## src/design/emf_defs.svh

```systemverilog
// Constants for the emergency telegram framer: register map, reset values,
// telegram byte codes and cause codes.
// Assumes inclusion by its bare name from the framer module and the bench.
`ifndef EMF_DEFS_SVH
`define EMF_DEFS_SVH

// Register byte offsets
`define EMF_OFS_CTRL        8'h00
`define EMF_OFS_STATUS      8'h04
`define EMF_OFS_ACTIVE      8'h08
`define EMF_OFS_COUNT       8'h0c

// Control register fields and reset value
`define EMF_CTRL_EN_BIT     0
`define EMF_CTRL_NODE_LSB   8
`define EMF_CTRL_NODE_MSB   14
`define EMF_CTRL_RESET      32'h0000_0001

// Status register fields
`define EMF_STAT_BUSY_BIT   0
`define EMF_STAT_PEND_BIT   1
`define EMF_STAT_BOFF_BIT   2
`define EMF_STAT_CAUSE_LSB  8

// Identifier and length
`define EMF_ID_BASE         11'h080
`define EMF_DLC             4'h8

// Error code low and high bytes and error register values
`define EMF_EC_LOW          8'h00
`define EMF_EC_DEVICE       8'h50
`define EMF_EC_COMM         8'h81
`define EMF_EC_RESET        8'h00
`define EMF_ERROR_REGISTER_BYTE_DEVICE     8'h81
`define EMF_ERROR_REGISTER_BYTE_COMM       8'h91

// Device fault bits that exist (0x01, 0x02, 0x04, 0x10, 0x80)
`define EMF_DEV_MASK        8'h97

// Communication bit positions
`define EMF_CB_GUARD        3'd0
`define EMF_CB_SYNC         3'd1
`define EMF_CB_PDOLEN       3'd2
`define EMF_CB_EVTMR        3'd3
`define EMF_CB_RXOVR        3'd4
`define EMF_CB_TXOVR        3'd5
`define EMF_CB_BUSOFF       3'd6
`define EMF_CB_WARN         3'd7

// Cause codes
`define EMF_CC_WARN         8'h01
`define EMF_CC_RXOVR        8'h03
`define EMF_CC_TXOVR        8'h04
`define EMF_CC_PDOLEN       8'h06
`define EMF_CC_SYNC         8'h07
`define EMF_CC_GUARD        8'h08
`define EMF_CC_HWCFG        8'h09
`define EMF_CC_EVTMR        8'h0a
`define EMF_CC_UNSUP        8'h0c
`define EMF_CC_NVMEM        8'h0e
`define EMF_CC_EXTBUS       8'h0f
`define EMF_CC_TERM         8'h10
`define EMF_CC_BUSOFF_END   8'h40

`endif

```

## src/design/emf_pkg.sv

```systemverilog
// Types for the emergency telegram framer.
// Assumes emf_defs.svh holds the numeric constants.
package emf_pkg;

   typedef enum logic {
      st_idle,
      st_send
   } emf_state_t;

endpackage : emf_pkg

```

## src/design/emf_framer.sv

```systemverilog
// Emergency telegram framer: watches fault condition levels, queues one
// telegram per change except entering bus-off, and hands 8-byte frames to a CAN transmit port.
// Assumes a CAN controller that takes a frame when tx_valid and tx_ready
// are both high, and fault inputs synchronous to core_clk.
`timescale 1ns/1ns
`include "emf_defs.svh"

// Notes on behaviour
// - Telegram is eight bytes: code, register, two bit fields, cause, two info.
// - Identifier is 0x80 plus the node address.
// - First data byte, low error code byte, is always zero.
// - High error code byte: 0x50 device, 0x81 communication, 0x00 reset.
// - Error register 0x81 for device faults, 0x91 for communication faults.
// - Communication bits 0x01 guarding late, 0x02 sync late.
// - Communication bits 0x04 wrong data length, 0x08 inbound event timer missed.
// - Communication bits 0x10 rx overrun, 0x20 tx overrun, 0x40 bus-off, 0x80 warning.
// - Device bits 0x01 terminal, 0x02 extension bus, 0x04 memory, 0x10, 0x80.
// - Cause byte names the event that triggered this telegram.
// - On a cleared error send code 0x0000 with the cleared cause.
// - Both bit fields show every condition still active.
// - When no error remains, send a telegram of all zeros.
// - Cause 0x01 for crossing the warning limit.
// - No telegram during bus-off; cause 0x40 once bus-off ends.
// - Causes 0x03 and 0x04 for queue overruns losing messages.
// - Cause 0x06 carries expected then actual data length in info bytes.
// - Causes 0x07 sync, 0x08 guarding or heartbeat, 0x0A event timer.
module emf_framer
   import emf_pkg::*;
(
   // Clock and reset
   input  wire logic        core_clk,
   input  wire logic        nrst,
   // Register port
   input  wire logic [7:0]  reg_addr,
   input  wire logic [31:0] reg_wdata,
   input  wire logic        reg_wr,
   input  wire logic        reg_rd,
   output logic      [31:0] reg_rdata,
   // Fault conditions and diagnostics
   input  wire logic [7:0]  comm_fault_in,
   input  wire logic [7:0]  device_fault_in,
   input  wire logic [7:0]  pdo_len_expected,
   input  wire logic [7:0]  pdo_len_actual,
   input  wire logic [7:0]  term_info0,
   input  wire logic [7:0]  term_info1,
   // CAN transmit port
   input  wire logic        tx_ready,
   output logic             tx_valid,
   output logic      [10:0] tx_id,
   output logic      [3:0]  tx_dlc,
   output logic      [63:0] tx_data
);

   ////////////////////////////////////////////////////////////////////////////
   // State

   emf_state_t  state_q;
   emf_state_t  state_d;
   logic [31:0] ctrl_q;
   logic [15:0] prev_q;
   logic [15:0] set_pend_q;
   logic [15:0] set_pend_d;
   logic [15:0] clr_pend_q;
   logic [15:0] clr_pend_d;
   logic [7:0]  last_cause_q;
   logic [15:0] sent_cnt_q;
   logic [31:0] rdata_q;
   logic        tx_valid_q;
   logic [10:0] tx_id_q;
   logic [63:0] tx_data_q;

   ////////////////////////////////////////////////////////////////////////////
   // Change detection

   wire  [15:0] cond = {device_fault_in & `EMF_DEV_MASK, comm_fault_in};
   wire         bus_off = comm_fault_in[`EMF_CB_BUSOFF];
   logic [15:0] rise;
   logic [15:0] fall;

   genvar gi;
   generate
      for (gi = 0; gi < 16; gi = gi + 1) begin : g_chg
         if (gi == 6) begin : g_boff
            // Entering bus-off cannot be reported on the bus
            assign rise[gi] = 1'b0;
         end else begin : g_norm
            assign rise[gi] = cond[gi] & ~prev_q[gi];
         end
         assign fall[gi] = ~cond[gi] & prev_q[gi];
      end
   endgenerate

   ////////////////////////////////////////////////////////////////////////////
   // Selection of the next event: sets first, lowest bit first

   function automatic logic [5:0] pick(input logic [31:0] cand);
      logic [5:0] res;
      res = 6'h00;
      for (int i = 31; i >= 0; i--) begin
         if (cand[i]) begin
            res = {1'b1, i[4:0]};
         end
      end
      return res;
   endfunction : pick

   function automatic logic [7:0] cause_of(input logic [3:0] bit_idx,
                                           input logic       is_clr);
      logic [7:0] cc;
      cc = 8'h00;
      case (bit_idx)
         4'd0:    cc = `EMF_CC_GUARD;
         4'd1:    cc = `EMF_CC_SYNC;
         4'd2:    cc = `EMF_CC_PDOLEN;
         4'd3:    cc = `EMF_CC_EVTMR;
         4'd4:    cc = `EMF_CC_RXOVR;
         4'd5:    cc = `EMF_CC_TXOVR;
         4'd6:    cc = is_clr ? `EMF_CC_BUSOFF_END : 8'h00;
         4'd7:    cc = `EMF_CC_WARN;
         4'd8:    cc = `EMF_CC_TERM;
         4'd9:    cc = `EMF_CC_EXTBUS;
         4'd10:   cc = `EMF_CC_NVMEM;
         4'd12:   cc = `EMF_CC_UNSUP;
         4'd15:   cc = `EMF_CC_HWCFG;
         default: cc = 8'h00;
      endcase
      return cc;
   endfunction : cause_of

   wire  [5:0]  sel      = pick({clr_pend_q, set_pend_q});
   wire         found    = sel[5];
   wire         is_clr   = sel[4];
   wire  [3:0]  bit_idx  = sel[3:0];
   wire         is_dev   = sel[3];
   wire         enable   = ctrl_q[`EMF_CTRL_EN_BIT];
   wire  [6:0]  node_id  = ctrl_q[`EMF_CTRL_NODE_MSB:`EMF_CTRL_NODE_LSB];

   // Hold telegrams while bus-off; changes during bus-off are queued meanwhile
   wire         go = (state_q == st_idle) & enable & ~bus_off & found;
   wire         taken = (state_q == st_send) & tx_ready;

   ////////////////////////////////////////////////////////////////////////////
   // Telegram assembly

   wire         any_comm  = |cond[7:0];
   wire         any_dev   = |cond[15:8];
   wire         all_clear = is_clr & ~any_comm & ~any_dev;

   wire  [7:0]  ec_high = is_clr ? `EMF_EC_RESET :
                          (is_dev ? `EMF_EC_DEVICE : `EMF_EC_COMM);
   wire  [7:0]  error_register_byte    = any_comm ? `EMF_ERROR_REGISTER_BYTE_COMM :
                          (any_dev ? `EMF_ERROR_REGISTER_BYTE_DEVICE : 8'h00);
   wire  [7:0]  cause   = cause_of(bit_idx, is_clr);
   wire         pdo_rep = ~is_clr & (bit_idx == {1'b0, `EMF_CB_PDOLEN});
   wire  [7:0]  info0   = pdo_rep ? pdo_len_expected :
                          (cond[8] ? term_info0 : 8'h00);
   wire  [7:0]  info1   = pdo_rep ? pdo_len_actual :
                          (cond[8] ? term_info1 : 8'h00);

   // Byte 0 goes out first and sits in the low lane
   wire  [63:0] frame = all_clear ? 64'h0 :
                        {info1, info0, cause, cond[15:8], cond[7:0],
                         error_register_byte, ec_high, `EMF_EC_LOW};

   wire  [10:0] frame_id = `EMF_ID_BASE + {4'h0, node_id};

   ////////////////////////////////////////////////////////////////////////////
   // Pending events: a change in the same cycle as a take is kept

   wire  [15:0] take_mask = go ? (16'h0001 << bit_idx) : 16'h0000;

   assign set_pend_d = (set_pend_q & ~(is_clr ? 16'h0000 : take_mask)) | rise;
   assign clr_pend_d = (clr_pend_q & ~(is_clr ? take_mask : 16'h0000)) | fall;

   always_comb begin
      state_d = state_q;
      case (state_q)
         st_idle: begin
            if (go) begin
               state_d = st_send;
            end
         end
         st_send: begin
            if (tx_ready) begin
               state_d = st_idle;
            end
         end
         default: state_d = st_idle;
      endcase
   end

   always_ff @(posedge core_clk or negedge nrst) begin
      if (!nrst) begin
         state_q    <= st_idle;
         prev_q     <= 16'h0000;
         set_pend_q <= 16'h0000;
         clr_pend_q <= 16'h0000;
      end else begin
         state_q    <= state_d;
         prev_q     <= cond;
         set_pend_q <= set_pend_d;
         clr_pend_q <= clr_pend_d;
      end
   end

   ////////////////////////////////////////////////////////////////////////////
   // Transmit port registers

   always_ff @(posedge core_clk or negedge nrst) begin
      if (!nrst) begin
         tx_valid_q   <= 1'b0;
         tx_id_q      <= 11'h000;
         tx_data_q    <= 64'h0;
         last_cause_q <= 8'h00;
      end else if (go) begin
         tx_valid_q   <= 1'b1;
         tx_id_q      <= frame_id;
         tx_data_q    <= frame;
         last_cause_q <= all_clear ? 8'h00 : cause;
      end else if (taken) begin
         tx_valid_q   <= 1'b0;
      end
   end

   assign tx_valid = tx_valid_q;
   assign tx_id    = tx_id_q;
   assign tx_dlc   = `EMF_DLC;
   assign tx_data  = tx_data_q;

   always_ff @(posedge core_clk or negedge nrst) begin
      if (!nrst) begin
         sent_cnt_q <= 16'h0000;
      end else if (taken) begin
         sent_cnt_q <= sent_cnt_q + 16'h0001;
      end
   end

   ////////////////////////////////////////////////////////////////////////////
   // Register port

   wire         hit_ctrl   = (reg_addr == `EMF_OFS_CTRL);
   wire         hit_status = (reg_addr == `EMF_OFS_STATUS);
   wire         hit_active = (reg_addr == `EMF_OFS_ACTIVE);
   wire         hit_count  = (reg_addr == `EMF_OFS_COUNT);

   wire  [31:0] status_word = {16'h0000, last_cause_q, 5'h00, bus_off,
                               |{set_pend_q, clr_pend_q}, tx_valid_q};
   wire  [31:0] ctrl_mask   = 32'h0000_7f01;

   wire  [31:0] rd_mux = hit_ctrl   ? ctrl_q :
                         hit_status ? status_word :
                         hit_active ? {16'h0000, cond} :
                         hit_count  ? {16'h0000, sent_cnt_q} :
                         32'h0000_0000;

   always_ff @(posedge core_clk or negedge nrst) begin
      if (!nrst) begin
         ctrl_q <= `EMF_CTRL_RESET;
      end else if (reg_wr && hit_ctrl) begin
         ctrl_q <= reg_wdata & ctrl_mask;
      end
   end

   always_ff @(posedge core_clk or negedge nrst) begin
      if (!nrst) begin
         rdata_q <= 32'h0000_0000;
      end else if (reg_rd) begin
         rdata_q <= rd_mux;
      end else begin
         rdata_q <= 32'h0000_0000;
      end
   end

   assign reg_rdata = rdata_q;

endmodule : emf_framer

```

## config.mk

```make
export PLATFORM = sky130hd
export DESIGN_NAME = emf_framer
export DESIGN_NICKNAME = d
export VERILOG_FILES = /design/src/design/emf_pkg.sv /design/src/design/emf_framer.sv
export VERILOG_INCLUDE_DIRS = /design/src /design/src/design
export SDC_FILE = /design/constraint.sdc
export NUM_CORES = 1
export LEC_CHECK = 0
export BUFFER_PORTS_ARGS = -buffer_cell sky130_fd_sc_hd__buf_4
export CORE_UTILIZATION = 50
export CTS_BUF_LIST = sky130_fd_sc_hd__clkbuf_4
export CTS_CLUSTER_SIZE = 40
export DETAILED_ROUTE_END_ITERATION = 7
export PLACE_DENSITY_LB_ADDON = 0.1
export SYNTH_ARGS = -nofsm -noshare
export SYNTH_HDL_FRONTEND = slang
export SYNTH_SLANG_ARGS = --single-unit
export TNS_END_PERCENT = 10
```

## constraint.sdc

```tcl
create_clock -name core_clk -period 3 [get_ports core_clk]
set_input_delay 0.15 -clock core_clk [delete_from_list [all_inputs] [get_ports core_clk]]
set_output_delay 0.15 -clock core_clk [all_outputs]
set_load 0.03 [all_outputs]
```

==> results_dict.tcl <==
set metrics [dict create \
    outcome "finished, final reports clean" \
    rows 40 \
    synth_top_area_share_pct 52.6 \
    crit_type "reg -> reg" \
    avgRoutedWirePerCell_um 17.4 \
    tns_ns 0 \
    crit_start "clr_pend_q[5]$_DFF_PN0_" \
    clockBufferDepth 2 \
    synthToLayoutAreaGrowth_pct 30.6 \
    power_leakage_nw 3.99 \
    synth_seq_area_share_pct 53.0 \
    slew_headroom_pct 52.5 \
    fin_crit_sh_pct 89.7 \
    synth_cell_types 59 \
    critPathLaunchType "flop" \
    fmax_mhz 372 \
    cts_buffers 17 \
    cts_tree "built" \
    slew_viol_final 0 \
    cts_root_buf "clkbuf_4" \
    finClkSkew_ns 0.0198 \
    synth_edf_count 0 \
    htree_levels 4 \
    synth_ff_type "dfrtp_1" \
    num_vias 5293 \
    core-area_um2 12200 \
    hold_path.class "in -> reg" \
    postRouteAntennaNets 0 \
    finalSetupViolCount 0 \
    grt_max_degree 78 \
    path_clk_slew_ns 0.13 \
    totalWireLength_mm 17.2 \
    drt_iter0_drc 392 \
    dp_hpwl_mm 11.7 \
    cts_sinks 134 \
    holdPathEnd "reg_rdata[9]$_DFF_PN0_" \
    postSynthAreaPerCell_um2 10.5 \
    crit-reg2reg-launch "clr_pend_q[5]$_DFF_PN0_" \
    timing.reg2reg.setup_slack_ns 0.31 \
    die_area_um2 13100 \
    synth.cell_area_um2 6320 \
    die_x_um 114 \
    hold_viol 0 \
    r2r-end "tx_data[55]$_DFFE_PN0N_" \
    pwr_density_cell_nw_per_um2 506 \
    final_net_count 901 \
    worst_slew_pin_slew_ns 0.712 \
    antenna_found_initial 0 \
    drc 0 \
    synthArstFlopShare_pct 100 \
    min_from "reg_addr[4]" \
    ios 205 \
    crit_fanout 16 \
    synth-seq-cells 134 \
    rsz0062_at_grt "no" \
    r2r_cells 8 \
    irDropWorstVdd_mv 0.353 \
    yosysTopAreaCell "dfrtp_1" \
    cp.arrival_ns 3.17 \
    yosysWarnings 0 \
    clk_latency_ns 0.56 \
    portBuffers 132 \
    fin_util_pct 67.9 \
    postSynthCellCount 602 \
    grt_overflow_total 0 \
    maxCapViolCount 0 \
    viasPerCell 5.35 \
    grt.total_usage_pct 27.8 \
    hold_depth 4 \
    routabilityCongestion 0.902 \
    start_util_pct 52.0 \
    drive_above_1_share_pct 27.1 \
    grt_first_pass_wirelength_mm 27.2 \
    required_ns 3.48 \
    synth_area_leaders "dfrtp_1, buf_4, o21ai_0" \
    firstDrtPassIters 5 \
    die_y_um 114 \
    grt_pass1_vias 5249 \
    min_period_ns 2.69 \
    end_kind "flop" \
]
==> state kept, by name (all words and copies together), names as in the netlist, 5 cells and up <==
register      cells
tx_data          34
clr_pend_q       16
reg_rdata        16
sent_cnt_q       16
set_pend_q       16
prev_q           13
ctrl_q            8
tx_id             8
last_cause_q      5
==> layout by cell type, fill, tap and decap left out, types with 4 or more instances in the layout <==
cell,count
buf_4,148
dfrtp_1,133
o21ai_0,58
dlygate4sd3_1,58
nand2_1,54
conb_1,45
nor2_1,33
inv_1,27
mux2_2,21
clkbuf_4,19
nand3_1,18
mux2i_1,16
a21oi_1,15
xnor2_1,13
and2_1,12
nor3_1,10
a22o_1,10
nor4_1,9
and3_1,7
nand4_1,7
o21a_1,7
a21o_1,7
or3_1,7
mux4_2,5
o31ai_1,5
o21ai_1,5
or2_2,5
a22oi_1,4
nor2b_1,4
inv_6,4
==> worst max-delay path: stages, from the launching register on <==
cell	delay [ns]
dfrtp_1	0.45
nor4_1	0.53
o2111a_1	0.27
o21ai_1	0.11
nand2_1	0.20
inv_1	0.07
or4_4	0.63
mux2i_1	0.16
o21ai_0	0.18
==> what timing repair did <==
item,CTS,global route
hold buffers,58,0
endpoints found under the hold margin,169,0
buffers inserted,0,0
resized for setup,0,0
==> stage by stage <==
stage / cells / hold slack (ns) / worst slack, ns / power (mW) / instance area [um2]
finish: 989 / 0.0454 / 0.309 / 4.18 / 8260
global route: 988 / 0.0172 / 0.115 / 4.36 / 8250
floorplan: 645 / -0.146 / 0.436 / 2.63 / 6480
CTS: 988 / 0.00336 / 0.346 / 4.20 / 8250
detailed placement: 898 / 0.231 / 0.378 / 2.98 / 7410
global placement: 898 / 0.223 / 0.393 / 2.96 / 7410
==> cells in the mapped netlist, types with 7 or more instances <==
master / number
o21a_1: 7
a21oi_1: 15
clkbuf_1: 13
mux2i_1: 16
and3_1: 7
xnor2_1: 13
nor3_1: 10
mux2_2: 21
o21ai_0: 58
and2_1: 12
inv_1: 27
dfrtp_1: 133
nor4_1: 9
nand4_1: 7
or3_1: 7
nor2_1: 33
nand2_1: 55
a21o_1: 7
a22o_1: 10
nand3_1: 18
buf_4: 48
==> how the worst max path moves through the flow <==
stage | end | cells after the start | slack [ns]
after global routing | tx_data[57]$_DFFE_PN0N_ | 8 | 0.12
after floorplan | tx_data[58]$_DFFE_PN0N_ | 11 | 0.44
final | tx_data[55]$_DFFE_PN0N_ | 8 | 0.31
after CTS | last_cause_q[2]$_DFFE_PN0N_ | 7 | 0.35
after detailed placement | last_cause_q[2]$_DFFE_PN0N_ | 7 | 0.38
after global placement | tx_data[58]$_DFFE_PN0N_ | 8 | 0.39
==> power breakdown <==
group          internal [mW]  switching (mW)
Sequential              1.95           0.106
Clock                  0.442           0.734
Combinational          0.374           0.574
Total                   2.77            1.41
==> cells by family (layout without fill, tap and decap cells) <==
family          Yosys count  in the layout  share of synthesized area (%)
buf+inv                  93            268                           8.79
mux                      42             42                           8.05
other cells               2             46                          0.119
fa+ha+maj                 1              1                          0.198
simple gates            187            187                           15.1
flops                   134            134                           53.0
xor+xnor                 15             15                           2.08
compound gates          128            128                           12.6
==> layout make-up <==
cell class | instances | area (um2)
clock buffers | 19 | 143
well taps | 168 | 210
repair buffers | 209 | 1740
diodes | 1 | 2.50
clock inverters | 13 | 124
fillers | 957 | 3910
flip-flops and latches | 134 | 3350
multi-input cells | 418 | 2580
inverters | 27 | 101
==> per-layer routing <==
| metal | track usage [%] | routed length (um) | vias up |
|---|---|---|---|
| li1 | - | - | 2443 |
| met2 | 44.4 | 8440 | 222 |
| met1 | 35.4 | 7250 | 2578 |
| met4 | 13.2 | 555 | 0 |
| met3 | 7.20 | 991 | 50 |
| met5 | 0 | 0 | - |
Power figures use the tool's default switching activity.
